==> src/dlas_pkg.sv <==
// shared types and constants for the dual lift axle sequencer
package dlas_pkg;
   localparam int DLAS_PW = 12;                  // pressure sample width, sensor counts
   localparam int DLAS_CLK_HZ = 10_000_000;      // system clock rate
   localparam int DLAS_TICK_HZ = 10;             // control tick rate
   localparam int DLAS_TICK_DIV = DLAS_CLK_HZ / DLAS_TICK_HZ;
   localparam int DLAS_WATCH_S = 30;             // watch interval after second axle lowers
   localparam int DLAS_DELAY_S = 15;             // delay before first axle follows
   localparam int DLAS_WATCH_TICKS = DLAS_WATCH_S * DLAS_TICK_HZ;
   localparam int DLAS_DELAY_TICKS = DLAS_DELAY_S * DLAS_TICK_HZ;
   localparam int DLAS_TW = 10;                  // tick counter width
   localparam logic DLAS_AXLE_UP = 1'b1;         // reset value of each axle command

   // configured thresholds, all in sensor counts
   typedef struct packed {
      logic [DLAS_PW-1:0] axle_lowering_pressure;
      logic [DLAS_PW-1:0] first_axle_raising_pressure;
      logic [DLAS_PW-1:0] second_axle_raising_pressure;
      logic [DLAS_PW-1:0] combined_raising_pressure;
      logic [DLAS_PW-1:0] traction_limit_pressure;
   } dlas_thresh_t;

   // valve commands, 1 = lift (relieve bellows)
   typedef struct packed {
      logic first_axle_valve_connector;
      logic second_axle_valve_connector;
   } dlas_valve_t;

   typedef enum logic [2:0] {
      DLAS_ST_IDLE,
      DLAS_ST_WATCH,
      DLAS_ST_LOWER_WAIT,
      DLAS_ST_RAISE_WAIT
   } dlas_state_t;
endpackage : dlas_pkg

==> src/dlas_sequencer.sv <==
// sequencer for two separately controlled lifting axles
`timescale 1ns/1ps
module dlas_sequencer
   import dlas_pkg::*;
#(
   parameter int WATCH_TICKS = DLAS_WATCH_TICKS,
   parameter int DELAY_TICKS = DLAS_DELAY_TICKS,
   parameter int TICK_DIV = DLAS_TICK_DIV
)(
   input wire logic sys_clk,
   input wire logic rst,
   input wire logic [DLAS_PW-1:0] pressure_sample,
   input wire dlas_thresh_t thresh,
   input wire logic ignition_on,
   input wire logic traction_request,
   input wire logic manoeuvre_request,
   input wire logic below_speed_limit,
   output dlas_valve_t valves,
   output logic traction_active
);
   // the four discrete pin inputs pass two flip-flops; pressure_sample is registered once per tick
   typedef struct packed {
      logic [3:0] s1;
      logic [3:0] s2;
      logic [DLAS_PW-1:0] p;
      dlas_state_t state;
      logic [DLAS_TW-1:0] cnt;
      logic ax1_up;
      logic ax2_up;
      logic th_act;
   } dlas_st_t;
   dlas_st_t st_reg, st_next;

   logic tick;
   logic ign, trq, mrq, slow;
   logic p_ge_low, p_lt_r1, p_lt_r2, p_lt_comb, p_lt_th;

   dlas_tick_div #(.DIV(TICK_DIV)) u_tick (
      .sys_clk(sys_clk),
      .rst(rst),
      .tick(tick)
   );

   // synchronised inputs, read from second stage only
   assign ign = st_reg.s2[0];
   assign trq = st_reg.s2[1];
   assign mrq = st_reg.s2[2];
   assign slow = st_reg.s2[3];

   assign p_ge_low = st_reg.p >= thresh.axle_lowering_pressure;
   assign p_lt_r1 = st_reg.p < thresh.first_axle_raising_pressure;
   assign p_lt_r2 = st_reg.p < thresh.second_axle_raising_pressure;
   assign p_lt_comb = st_reg.p < thresh.combined_raising_pressure;
   assign p_lt_th = st_reg.p < thresh.traction_limit_pressure;

   // next state of the sequencer
   always_comb
   begin
      st_next = st_reg;
      st_next.s1 = {below_speed_limit, manoeuvre_request, traction_request, ignition_on};
      st_next.s2 = st_reg.s1;
      st_next.th_act = ign && (trq || mrq) && slow && p_lt_th;
      if (tick)
      begin
         st_next.p = pressure_sample;
         if (st_reg.cnt != '0)
            st_next.cnt = st_reg.cnt - DLAS_TW'(1);
         if (!ign)
         begin
            st_next.state = DLAS_ST_IDLE;
         end
         else
         begin
            unique case (st_reg.state)
               DLAS_ST_IDLE:
               begin
                  // not while traction help holds the second axle
                  if (p_lt_comb && !st_reg.ax1_up && !st_reg.ax2_up && !st_reg.th_act)
                  begin
                     st_next.ax1_up = 1'b1;
                     st_next.ax2_up = 1'b1;
                  end
                  else if (p_lt_r2 && !st_reg.ax2_up && !st_reg.th_act)
                  begin
                     if (st_reg.ax1_up)
                        st_next.ax2_up = 1'b1;
                     else
                     begin
                        st_next.ax2_up = 1'b1;
                        st_next.state = DLAS_ST_RAISE_WAIT;
                        st_next.cnt = DLAS_TW'(DELAY_TICKS);
                     end
                  end
                  else if (p_lt_r1 && !st_reg.ax1_up)
                  begin
                     st_next.ax1_up = 1'b1;
                  end
                  else if (p_ge_low && st_reg.ax2_up && !st_reg.th_act)
                  begin
                     st_next.ax2_up = 1'b0;
                     st_next.state = DLAS_ST_WATCH;
                     st_next.cnt = DLAS_TW'(WATCH_TICKS);
                  end
                  else if (p_ge_low && st_reg.ax1_up && !st_reg.ax2_up)
                  begin
                     st_next.state = DLAS_ST_LOWER_WAIT;
                     st_next.cnt = DLAS_TW'(DELAY_TICKS);
                  end
               end
               DLAS_ST_WATCH:
               begin
                  if (!p_ge_low)
                     st_next.state = DLAS_ST_IDLE;
                  else if (st_reg.cnt == '0)
                  begin
                     st_next.state = DLAS_ST_LOWER_WAIT;
                     st_next.cnt = DLAS_TW'(DELAY_TICKS);
                  end
               end
               DLAS_ST_LOWER_WAIT:
               begin
                  if (st_reg.cnt == '0)
                  begin
                     if (p_ge_low)
                        st_next.ax1_up = 1'b0;
                     st_next.state = DLAS_ST_IDLE;
                  end
               end
               DLAS_ST_RAISE_WAIT:
               begin
                  if (st_reg.cnt == '0)
                  begin
                     if (p_lt_r2)
                        st_next.ax1_up = 1'b1;
                     st_next.state = DLAS_ST_IDLE;
                  end
               end
               default:
                  st_next.state = DLAS_ST_IDLE;
            endcase
         end
      end
   end

   // state register
   always_ff @(posedge sys_clk)
   begin
      if (rst)
      begin
         st_reg <= '0;
         st_reg.state <= DLAS_ST_IDLE;
         st_reg.ax1_up <= DLAS_AXLE_UP;
         st_reg.ax2_up <= DLAS_AXLE_UP;
      end
      else
         st_reg <= st_next;
   end

   assign valves.first_axle_valve_connector = st_reg.ax1_up || st_reg.th_act;
   assign valves.second_axle_valve_connector = st_reg.ax2_up;
   assign traction_active = st_reg.th_act;

   a_second_hold_th: assert property (@(posedge sys_clk) disable iff (rst)
      st_reg.th_act |=> $stable(st_reg.ax2_up))
      else $error("second axle moved during traction help");

   a_lower_order: assert property (@(posedge sys_clk) disable iff (rst)
      $fell(st_reg.ax1_up) |-> !st_reg.ax2_up)
      else $error("first axle lowered before second");

   // second axle never rises alone unless the first raise is pending
   a_raise_order: assert property (@(posedge sys_clk) disable iff (rst)
      ($rose(st_reg.ax2_up) && !$past(st_reg.ax1_up)) |-> (st_reg.ax1_up || st_reg.state == DLAS_ST_RAISE_WAIT))
      else $error("second axle raised ahead of first");

   a_speed_gate: assert property (@(posedge sys_clk) disable iff (rst)
      st_reg.th_act |-> $past(slow))
      else $error("traction help above speed limit");

   a_relief_first: assert property (@(posedge sys_clk) disable iff (rst)
      st_reg.th_act |-> valves.first_axle_valve_connector)
      else $error("traction relief missing on first axle");

   a_watch_load: assert property (@(posedge sys_clk) disable iff (rst)
      (st_reg.state != DLAS_ST_WATCH ##1 st_reg.state == DLAS_ST_WATCH) |-> st_reg.cnt == DLAS_TW'(WATCH_TICKS))
      else $error("watch interval wrong");

   a_both_raise: assert property (@(posedge sys_clk) disable iff (rst)
      (tick && ign && st_reg.state == DLAS_ST_IDLE && p_lt_comb && !st_reg.ax1_up && !st_reg.ax2_up && !st_reg.th_act)
      |=> st_reg.ax1_up && st_reg.ax2_up)
      else $error("combined raise failed");

   a_second_lower: assert property (@(posedge sys_clk) disable iff (rst)
      $fell(st_reg.ax2_up) |-> st_reg.state == DLAS_ST_WATCH && $past(p_ge_low))
      else $error("second axle lowered without threshold");
endmodule : dlas_sequencer

==> src/dlas_tick_div.sv <==
// one-cycle control tick enable from the system clock
`timescale 1ns/1ps
module dlas_tick_div
   import dlas_pkg::*;
#(
   parameter int DIV = DLAS_TICK_DIV
)(
   input wire logic sys_clk,
   input wire logic rst,
   output logic tick
);
   typedef struct packed {
      logic [23:0] cnt;
      logic tick;
   } dlas_div_st_t;
   dlas_div_st_t st_reg, st_next;

   // count down and pulse at wrap
   always_comb
   begin
      st_next = st_reg;
      st_next.tick = 1'b0;
      if (st_reg.cnt == 24'h00_0000)
      begin
         st_next.cnt = 24'(DIV - 1);
         st_next.tick = 1'b1;
      end
      else
      begin
         st_next.cnt = st_reg.cnt - 24'h00_0001;
      end
   end

   // state register
   always_ff @(posedge sys_clk)
   begin
      if (rst)
         st_reg <= '0;
      else
         st_reg <= st_next;
   end

   assign tick = st_reg.tick;
endmodule : dlas_tick_div

==> config.mk <==
export PLATFORM = sky130hd
export DESIGN_NAME = dlas_sequencer
export DESIGN_NICKNAME = d
export VERILOG_FILES = /design/src/dlas_pkg.sv /design/src/dlas_sequencer.sv /design/src/dlas_tick_div.sv
export SDC_FILE = /design/constraint.sdc
export NUM_CORES = 1
export LEC_CHECK = 0
export ABC_AREA = 1
export CAP_MARGIN = 20
export CELL_PAD_IN_SITES_DETAIL_PLACEMENT = 1
export CELL_PAD_IN_SITES_GLOBAL_PLACEMENT = 2
export CORE_MARGIN = 3
export CORE_UTILIZATION = 30
export DETAILED_ROUTE_END_ITERATION = 16
export DONT_BUFFER_PORTS = 1
export GPL_TIMING_DRIVEN = 0
export PLACE_DENSITY_LB_ADDON = 0.3
export SLEW_MARGIN = 20
export SYNTH_ARGS = -nofsm -noshare
export SYNTH_HDL_FRONTEND = slang
export SYNTH_SLANG_ARGS = --single-unit
==> constraint.sdc <==
create_clock -name sys_clk -period 3.1 [get_ports sys_clk]
set_clock_uncertainty 0.05 [all_clocks]
set_input_delay 0.62 -clock sys_clk [delete_from_list [all_inputs] [get_ports sys_clk]]
set_output_delay 0.62 -clock sys_clk [all_outputs]
set_load 0.02 [all_outputs]
# Word-level counts from Yosys, hierarchy flattened
# Cells that the tools add are included.
# word_totals
regBits,61
input_bits,78
output_inout_bits,3
wordCells,92
# op_classes
n_addsub,2
magnitude_cmp,5
eq_ne,16
mux,29
n_reduce_logical,29
# op_table
cell,count
13-bit two-way mux,7
12-bit < comparator,4
24-bit logical NOT,1
"24-bit by 1-bit subtractor with 24-bit output, second input constant",1
10-bit two-way mux,2
20-bit two-way mux,1
10-bit case mux with 2 select lines,1
1-bit logical AND,13
12-bit greater-or-equal comparator,1
12-bit two-way mux,1
"3-bit != test, second input constant",4
"4-bit != test, second input constant",3
1-bit two-way mux,11
10-bit logical NOT,1
10-bit nonzero test,1
"10-bit by 1-bit subtractor with 10-bit output, second input constant",1
3-bit two-way mux,3
3-bit case mux with 3 select lines,1
9-bit AND reduction,1
"2-bit != test, second input constant",4
7-bit AND reduction,1
"3-bit by 2-bit == test with 1-bit output, second input constant",2
3-bit nonzero test,2
"5-bit != test, second input constant",1
9 further kinds,13

# Logic depth before layout (Yosys ltp)
# Gate-level depths: netlist of the first run.
# logic_depth
depth_word,10
mapped_depth,18

# By module
# From an unflattened synthesis of the first run, not the netlist that was laid out.
# hier_totals
hier_cells,747
area_unflattened_um2,4880.9
# modules_own_cells
mod,n_inst,cells_each,area_per_inst_um2,seq_area_each_um2
dlas_sequencer,1,555,3457.1,700.7
dlas_tick_div,1,192,1423.9,500.5

# Worst setup path after synthesis of the first run
# Ideal clock, no wire load.
# synth_path
kind,in2reg
from,in thresh[35] (netlist bit)
to,reg st_reg[14] (netlist bit)
setup_time_ns,0.064
arrival_time_ns,2.066
slack_ns,0.920
stages,15
path_cell_list,inv_1 ha_1 nand2_1 inv_2 nand2_1 nand2_1 a21oi_2 nand3_1 nand2_1 inv_2 nor2_4 nand2_1 a21oi_1 nor2_1 nor2_1
# synth_via
elab_chain_cells,7
# synth_rtl
item,line,rtl
start: declaration,dlas_sequencer.sv:13,"input wire dlas_thresh_t thresh,"
12-bit < comparator *,dlas_sequencer.sv:52,assign p_lt_r2 = st_reg.p < thresh.second_axle_raising_pressure;
1-bit logical AND * (2 in a row),dlas_sequencer.sv:83,else if (p_lt_r2 && !st_reg.ax2_up && !st_reg.th_act)
13-bit two-way mux,dlas_sequencer.sv:83,
13-bit two-way mux,dlas_sequencer.sv:78,if (p_lt_comb && !st_reg.ax1_up && !st_reg.ax2_up && !st_reg.th_act)
3-bit case mux with 3 select lines,dlas_sequencer.sv:74,unique case (st_reg.state)
3-bit two-way mux,dlas_sequencer.sv:68,if (!ign)
end signal: assignment,dlas_sequencer.sv:156,st_reg <= st_next;
end: declaration,dlas_sequencer.sv:32,"dlas_st_t st_reg, st_next;"
# Mark *: on every way between the ends. The rest lies on a longest branch, timed or not. The select of a mux whose other input is x is not followed.
# A chain may end at the register's enable or synchronous reset.

# Final worst setup path of the first run
# layout_path
from,reg st_reg[27] (netlist bit)
to,reg st_reg[5] (netlist bit)
# layout_via
elab_chain_cells,10
# layout_rtl
item,line,rtl
12-bit greater-or-equal comparator,dlas_sequencer.sv:50,assign p_ge_low = st_reg.p >= thresh.axle_lowering_pressure;
1-bit logical AND (2 in a row),dlas_sequencer.sv:104,else if (p_ge_low && st_reg.ax1_up && !st_reg.ax2_up)
13-bit two-way mux,dlas_sequencer.sv:104,
13-bit two-way mux,dlas_sequencer.sv:98,else if (p_ge_low && st_reg.ax2_up && !st_reg.th_act)
13-bit two-way mux,dlas_sequencer.sv:94,else if (p_lt_r1 && !st_reg.ax1_up)
13-bit two-way mux,dlas_sequencer.sv:83,
13-bit two-way mux,dlas_sequencer.sv:78,
10-bit case mux with 2 select lines *,dlas_sequencer.sv:74,
12-bit two-way mux *,dlas_sequencer.sv:68,
# Marks and branches as above.

==> results of run 1 <==
-- where the power goes --
| part | leakage, nW | total (W) | switching [W] | internal [W] |
|---|---|---|---|---|
| logic | 2.11 | 0.00214 | 0.00135 | 0.000790 |
| clock network | 0.138 | 0.00101 | 0.000373 | 0.000638 |
| registers | 0.489 | 0.00124 | 0.000261 | 0.000983 |
-- critical path, cell delays in order, from the launching register on --
cell                      delay [ns]
sky130_fd_sc_hd__dfxtp_1        0.41
sky130_fd_sc_hd__ha_1           0.35
sky130_fd_sc_hd__nand2_1        0.08
sky130_fd_sc_hd__nor2_2         0.16
sky130_fd_sc_hd__nand2_1        0.07
sky130_fd_sc_hd__nor2_1         0.09
sky130_fd_sc_hd__nand2_1        0.12
sky130_fd_sc_hd__nand2_4        0.16
sky130_fd_sc_hd__nand3_2        0.18
sky130_fd_sc_hd__nand3_1        0.15
sky130_fd_sc_hd__nand2_1        0.13
sky130_fd_sc_hd__nand2_1        0.09
sky130_fd_sc_hd__nand2_1        0.06
sky130_fd_sc_hd__nand2_1        0.08
sky130_fd_sc_hd__nand2_1        0.05
sky130_fd_sc_hd__a21oi_1        0.12
-- cells by family (layout without fill, tap and decap cells) --
| family | Yosys count | count (layout) | synth area share, % |
|---|---|---|---|
| xor gates and xnor gates | 9 | 9 | 1.71 |
| buffers and inverters | 154 | 169 | 12.7 |
| adders and majority gates | 59 | 59 | 16.0 |
| AOI/OAI and AO/OA | 98 | 98 | 12.1 |
| DFF | 60 | 60 | 26.0 |
| and+or+nand+nor | 329 | 329 | 31.5 |
-- stage by stage --
stage | cells | power [W] | worst slack (ns) | utilization (%) | area (sq um)
finish | 908 | 0.00440 | 0.668 | 34.7 | 5140
global placement | 893 | 0.00332 | 0.502 | 32.7 | 4850
detailed placement | 893 | 0.00341 | 0.499 | 32.7 | 4850
floorplan | 709 | 0.00284 | 0.920 | - | 4620
CTS | 908 | 0.00445 | 0.666 | 34.7 | 5140
global route | 908 | 0.00484 | 0.433 | 34.7 | 5140
-- layer usage --
layer / part of all wire, % / global-route usage [%]
met1: 48 / 22.4
met2: 47 / 29.0
met3: 3.2 / 3.44
met4: 1.5 / 5.26
met5: 0 / 0
-- placed cells by master (no fill, tap or decap), drive strengths merged --
| cell type | instances |
|---|---|
| nand2 | 155 |
| inv | 141 |
| nor2 | 104 |
| dfxtp | 60 |
| ha | 59 |
| a21oi | 48 |
| nand3 | 27 |
| o21ai | 27 |
| clkbuf | 20 |
| nor3 | 15 |
| nand4 | 9 |
| or2 | 9 |
| xor2 | 7 |
| nor4 | 6 |
| a211oi | 5 |
| o211ai | 5 |
| o22ai | 4 |
| a31oi | 3 |
| buf | 3 |
| o221ai | 2 |
| and2 | 2 |
| xnor2 | 2 |
| o21bai | 2 |
| clkinvlp | 2 |
| clkinv | 2 |
| nor3b | 1 |
| o21a | 1 |
| nand3b | 1 |
| o31ai | 1 |
| bufinv | 1 |
-- worst min path at each step --
stage	startpoint	end
detailed placement	st_next[31]	slow
global route	manoeuvre_request	st_next[30]
CTS	manoeuvre_request	st_next[30]
finish	manoeuvre_request	st_next[30]
floorplan	st_next[28]	ign
global placement	st_next[29]	st_reg[29]
-- cell type report --
class	instances	area [sq um]
plain buffers	12	52.6
clock buffers	11	243
clock inverters	4	50.0
fillers	1912	9670
inverters	142	533
multi-input cells	495	2830
flip-flops and latches	60	1200
well taps	184	230
==> results.toml, run 1 <==
[timing]
fin_hold_ws_ns = 0.355
max_slew.worst_pin.slew_ns = 0.653
max_freq_ghz = 0.411
finalMaxSlewViolations = 0
min_clock_period_post_route_ns = 2.43
slew-limit-headroom_pct = 56.5
final_count_of_hold_timing_violations = 0
fin_crit_share_pct = 78.4
setup_violations = 0
rsz0062_at_grt = "no"
tns_ns = 0

[critical_path]
criticalPathCategory = "register to register"
cp-start-kind = "register"
critPathCaptureType = "register"
r2r_end = "st_reg[5]"
timing.critical_path.to = "st_reg[5]"
crit_path_start = "st_reg[27]"
ff2ff_path_depth = 15
worst_r2r_setup_slack_ns = 0.67
crit-reg2reg-launch = "st_reg[27]"
critPathArrivalTime_ns = 2.65
path_max_fanout = 8
cp_data_required_time_ns = 3.31

[placed_design]
place_congestion = 0.820
io_buffers = 0
place.detailed.hpwl_mm = 11.2

[logic_synthesis]
syn-cell-area_sq_mm = 0.00462
synth_seq_cells = 60
synth.yosys.seq_area_share_pct = 26.0
synth_warnings = 0
yosys.area.top_type = "sky130_fd_sc_hd__dfxtp_1"
syn_area_per_cell_sq_um = 6.51
post_synth_num_cell_types = 42
synth.net_count = 846
post-synth-top-count-cell = "sky130_fd_sc_hd__nand2_1"
yosys_most_used_dff = "sky130_fd_sc_hd__dfxtp_1"
syn-instance-count = 709
yosys.area.top_type_share_pct = 26.0
netlist_top_cells_area = "sky130_fd_sc_hd__dfxtp_1, sky130_fd_sc_hd__ha_1, sky130_fd_sc_hd__nand2_1"
synth_async_sr_flop_share_pct = 0
synth_enable_flop_cells = 0
synthTopCellsByCount = "sky130_fd_sc_hd__nand2_1, sky130_fd_sc_hd__inv_1, sky130_fd_sc_hd__nor2_1"

[route]
drcViolationCount = 0
drt_via_density = 4.86
vias = 4413
post_route_wl_mm = 14.0
antenna_violating_nets_remaining = 0
routedWlPerCell_microns = 15.4
drt_pass1_iterations = 4
drt_first_iter_violations = 172

[global_routing]
pin_count_of_the_biggest_net_entering_global_routing = 11
antenna_found_initial = 0
grt_pass1_vias = 4638
grt_usage_pct = 17.3
grt_first_pass_wirelength_mm = 22.9
grt_remaining_overflow = 0

[die]
die_width_microns = 130
floorplan.initialDensity_pct = 31.2
floorplan.core_area_sq_mm = 0.0148
top_level_ports = 81
die_area_sq_mm = 0.0169
dieHeight_microns = 130
placementRows = 44

[clock_network]
post_cts.repair.setup_buffers = 0
clk_pin_slew_worst_paths_ns = 0.05
cts_hold_buf = 0
cts_sinks = 60
ctsLongestPathBuffers = 2
clock_tree_from_tritoncts = "done"
cell_at_the_root_of_the_clock_tree = "sky130_fd_sc_hd__clkbuf_16"
cts.htree.levels = 3
insertion_delay_ns = 0.34
clock_buffers_created_by_tritoncts = 9
cts_repair_resize_count = 0

[power_and_ir_drop]
power_leakage_nw = 2.74
worst_ir_drop_vdd_uv = 316
pwr_dens_mw_per_mm2 = 855

[job]
drv.max_cap_violation_count = 0

[run_status]
run_status = "completed"

[worst_hold_path]
hold_depth = 2
timing.hold.worst.class = "input port to register"

[finish]
final_layout_size_suffix_gt1_share_pct = 7.46
num_antenna_cells = 0
areaGrowthSynthToFinish_pct = 11.3
largest_register_ff_count = 26
nNetsFinal = 857
Power figures use the tool's default switching activity.
==> run 2, diff against run 1 <==
Clock period 3.1 ns to 2.25 ns, I/O delays scaled along.
==> results.toml, run 2 (synthesized netlist as in run 1, its figures left out) <==
[critical_path]
criticalPathCategory = "register to register"
max_stage_delay_ns = 0.37
critPathCaptureType = "register"
most_frequent_cell_on_critical_path = "sky130_fd_sc_hd__nand2_1"
path_max_fanout = 6
cp_data_required_time_ns = 2.46
crit_path_top_delay_cell = "sky130_fd_sc_hd__dfxtp_4"
critPathBufInv = 1
cpLargestDelayFamily = "simple AND/OR/NAND/NOR gates"
cp-start-kind = "register"
worstPathCellList = "ha_1 > nand2_1 > nand2_1 > nand2_1 > nand2_1 > a21oi_4 > nand3_4 > buf_4 > nand3_2 > nand2_2 > nand2_1 > nand2_1 > nand2_1 > nand2_1 > a21oi_1"
critPathArrivalTime_ns = 2.37

[global_routing]
grt_remaining_overflow = 0
pin_count_of_the_biggest_net_entering_global_routing = 11
grt_pass1_vias = 4666
grt_first_pass_wirelength_mm = 23.0
antenna_found_initial = 0
grt_usage_pct = 17.3

[finish]
areaGrowthSynthToFinish_pct = 21.9
final_layout_size_suffix_gt1_share_pct = 17.0
mostFrequentLayoutCell = "sky130_fd_sc_hd__nand2_1"
nNetsFinal = 876
num_antenna_cells = 0
final_cell_mix = "sky130_fd_sc_hd__nand2_1, sky130_fd_sc_hd__inv_1, sky130_fd_sc_hd__nor2_1, sky130_fd_sc_hd__dfxtp_1, sky130_fd_sc_hd__ha_1"
area.sequential_sq_mm = 0.00123
largest_register_ff_count = 26
fill_cells = 1883
utilization_pct = 38.0
multi_input_area_sq_mm = 0.00314

[route]
drt_via_density = 4.92
antenna_violating_nets_remaining = 0
vias = 4557
post_route_wl_mm = 14.6
drt_pass1_iterations = 4
routedWlPerCell_microns = 15.7
drcViolationCount = 0
drt_first_iter_violations = 138

[die]
top_level_ports = 81
floorplan.initialDensity_pct = 31.2
floorplan.core_area_sq_mm = 0.0148
die_area_sq_mm = 0.0169
dieHeight_microns = 130
die_width_microns = 130
placementRows = 44

[power_and_ir_drop]
p_total_w = 0.00646
pwr-share-comb_pct = 51.2
pwr_dens_mw_per_mm2 = 1150
switchingPower_w = 0.00291
p_sw_share_pct = 45.1
power.sequential.fraction_pct = 27.3
internal_power_w = 0.00355
power.clock.fraction_pct = 21.5
worst_ir_drop_vdd_uv = 436
power_leakage_nw = 2.87

[placed_design]
place.detailed.hpwl_mm = 11.2
preCtsSetupSlack_ns = -0.181
io_buffers = 0
place_congestion = 0.820

[clock_network]
cts.htree.levels = 3
clock_tree_from_tritoncts = "done"
cts_hold_buf = 0
insertion_delay_ns = 0.34
cell_at_the_root_of_the_clock_tree = "sky130_fd_sc_hd__clkbuf_16"
cts_sinks = 60
ctsLongestPathBuffers = 2
clock_buffers_created_by_tritoncts = 9
clk_pin_slew_worst_paths_ns = 0.05

[job]
drv.max_cap_violation_count = 0

[timing]
slew-limit-headroom_pct = 56.7
max_freq_ghz = 0.464
layout_setup_ws_ns = 0.0947
setup_violations = 0
fin_hold_ws_ns = 0.188
final_count_of_hold_timing_violations = 0
max_slew.worst_pin.slew_ns = 0.650
min_clock_period_post_route_ns = 2.16
tns_ns = 0
finalMaxSlewViolations = 0
fin_crit_share_pct = 95.8

[run_status]
run_status = "completed"

[worst_hold_path]
timing.hold.worst.class = "input port to register"
run 2: through the flow:
stage | std cells | area (sq um)
after global routing | 927 | 5630
after global placement | 893 | 4850
after floorplan | 709 | 4620
final | 927 | 5630
after detailed placement | 893 | 4850
after CTS | 912 | 5190
run 2: cell type report:
class	count	area share (%)
Sequential cell	60	21.9
Multi-Input combinational cell	495	55.8
Buffer	12	0.934
Tap cell	184	4.09
Inverter	142	9.47
Timing Repair Buffer	19	2.60
Clock inverter	4	0.889
Clock buffer	11	4.31
run 2: metal layers:
metal | track usage [%] | vias up | part of all wire [%]
li1 | - | 2310 | -
met3 | 3.56 | 14 | 3.2
met1 | 22.5 | 2151 | 47
met2 | 29.0 | 82 | 48
met4 | 5.32 | 0 | 1.4
met5 | 0 | - | 0
run 2: what timing repair did:
item,4_1_cts,5_1_grt
cloned,0,0
setup buffers,4,15
resized for setup,10,68
pin swaps,1,23
endpoints found under the setup margin,12,25
run 2: power groups by stage:
stage	Sequential, W	Combinational (W)	Clock (W)
after floorplan	0.00162	0.00228	0
after global placement	0.00173	0.00285	0
after detailed placement	0.00174	0.00297	0
after CTS	0.00173	0.00303	0.00142
after global routing	0.00182	0.00378	0.00147
final	0.00176	0.00331	0.00139
run 2: worst paths after layout:
kind / start / endpoint / slack [ns] / cells after the start
max: st_reg[21] / st_reg[5] / 0.09 / 15
max reg2reg: st_reg[21] / st_reg[5] / 0.09 / 15
min: manoeuvre_request / st_next[30] / 0.19 / 2
min reg2reg: st_next[29] / st_reg[29] / 0.36 / 2
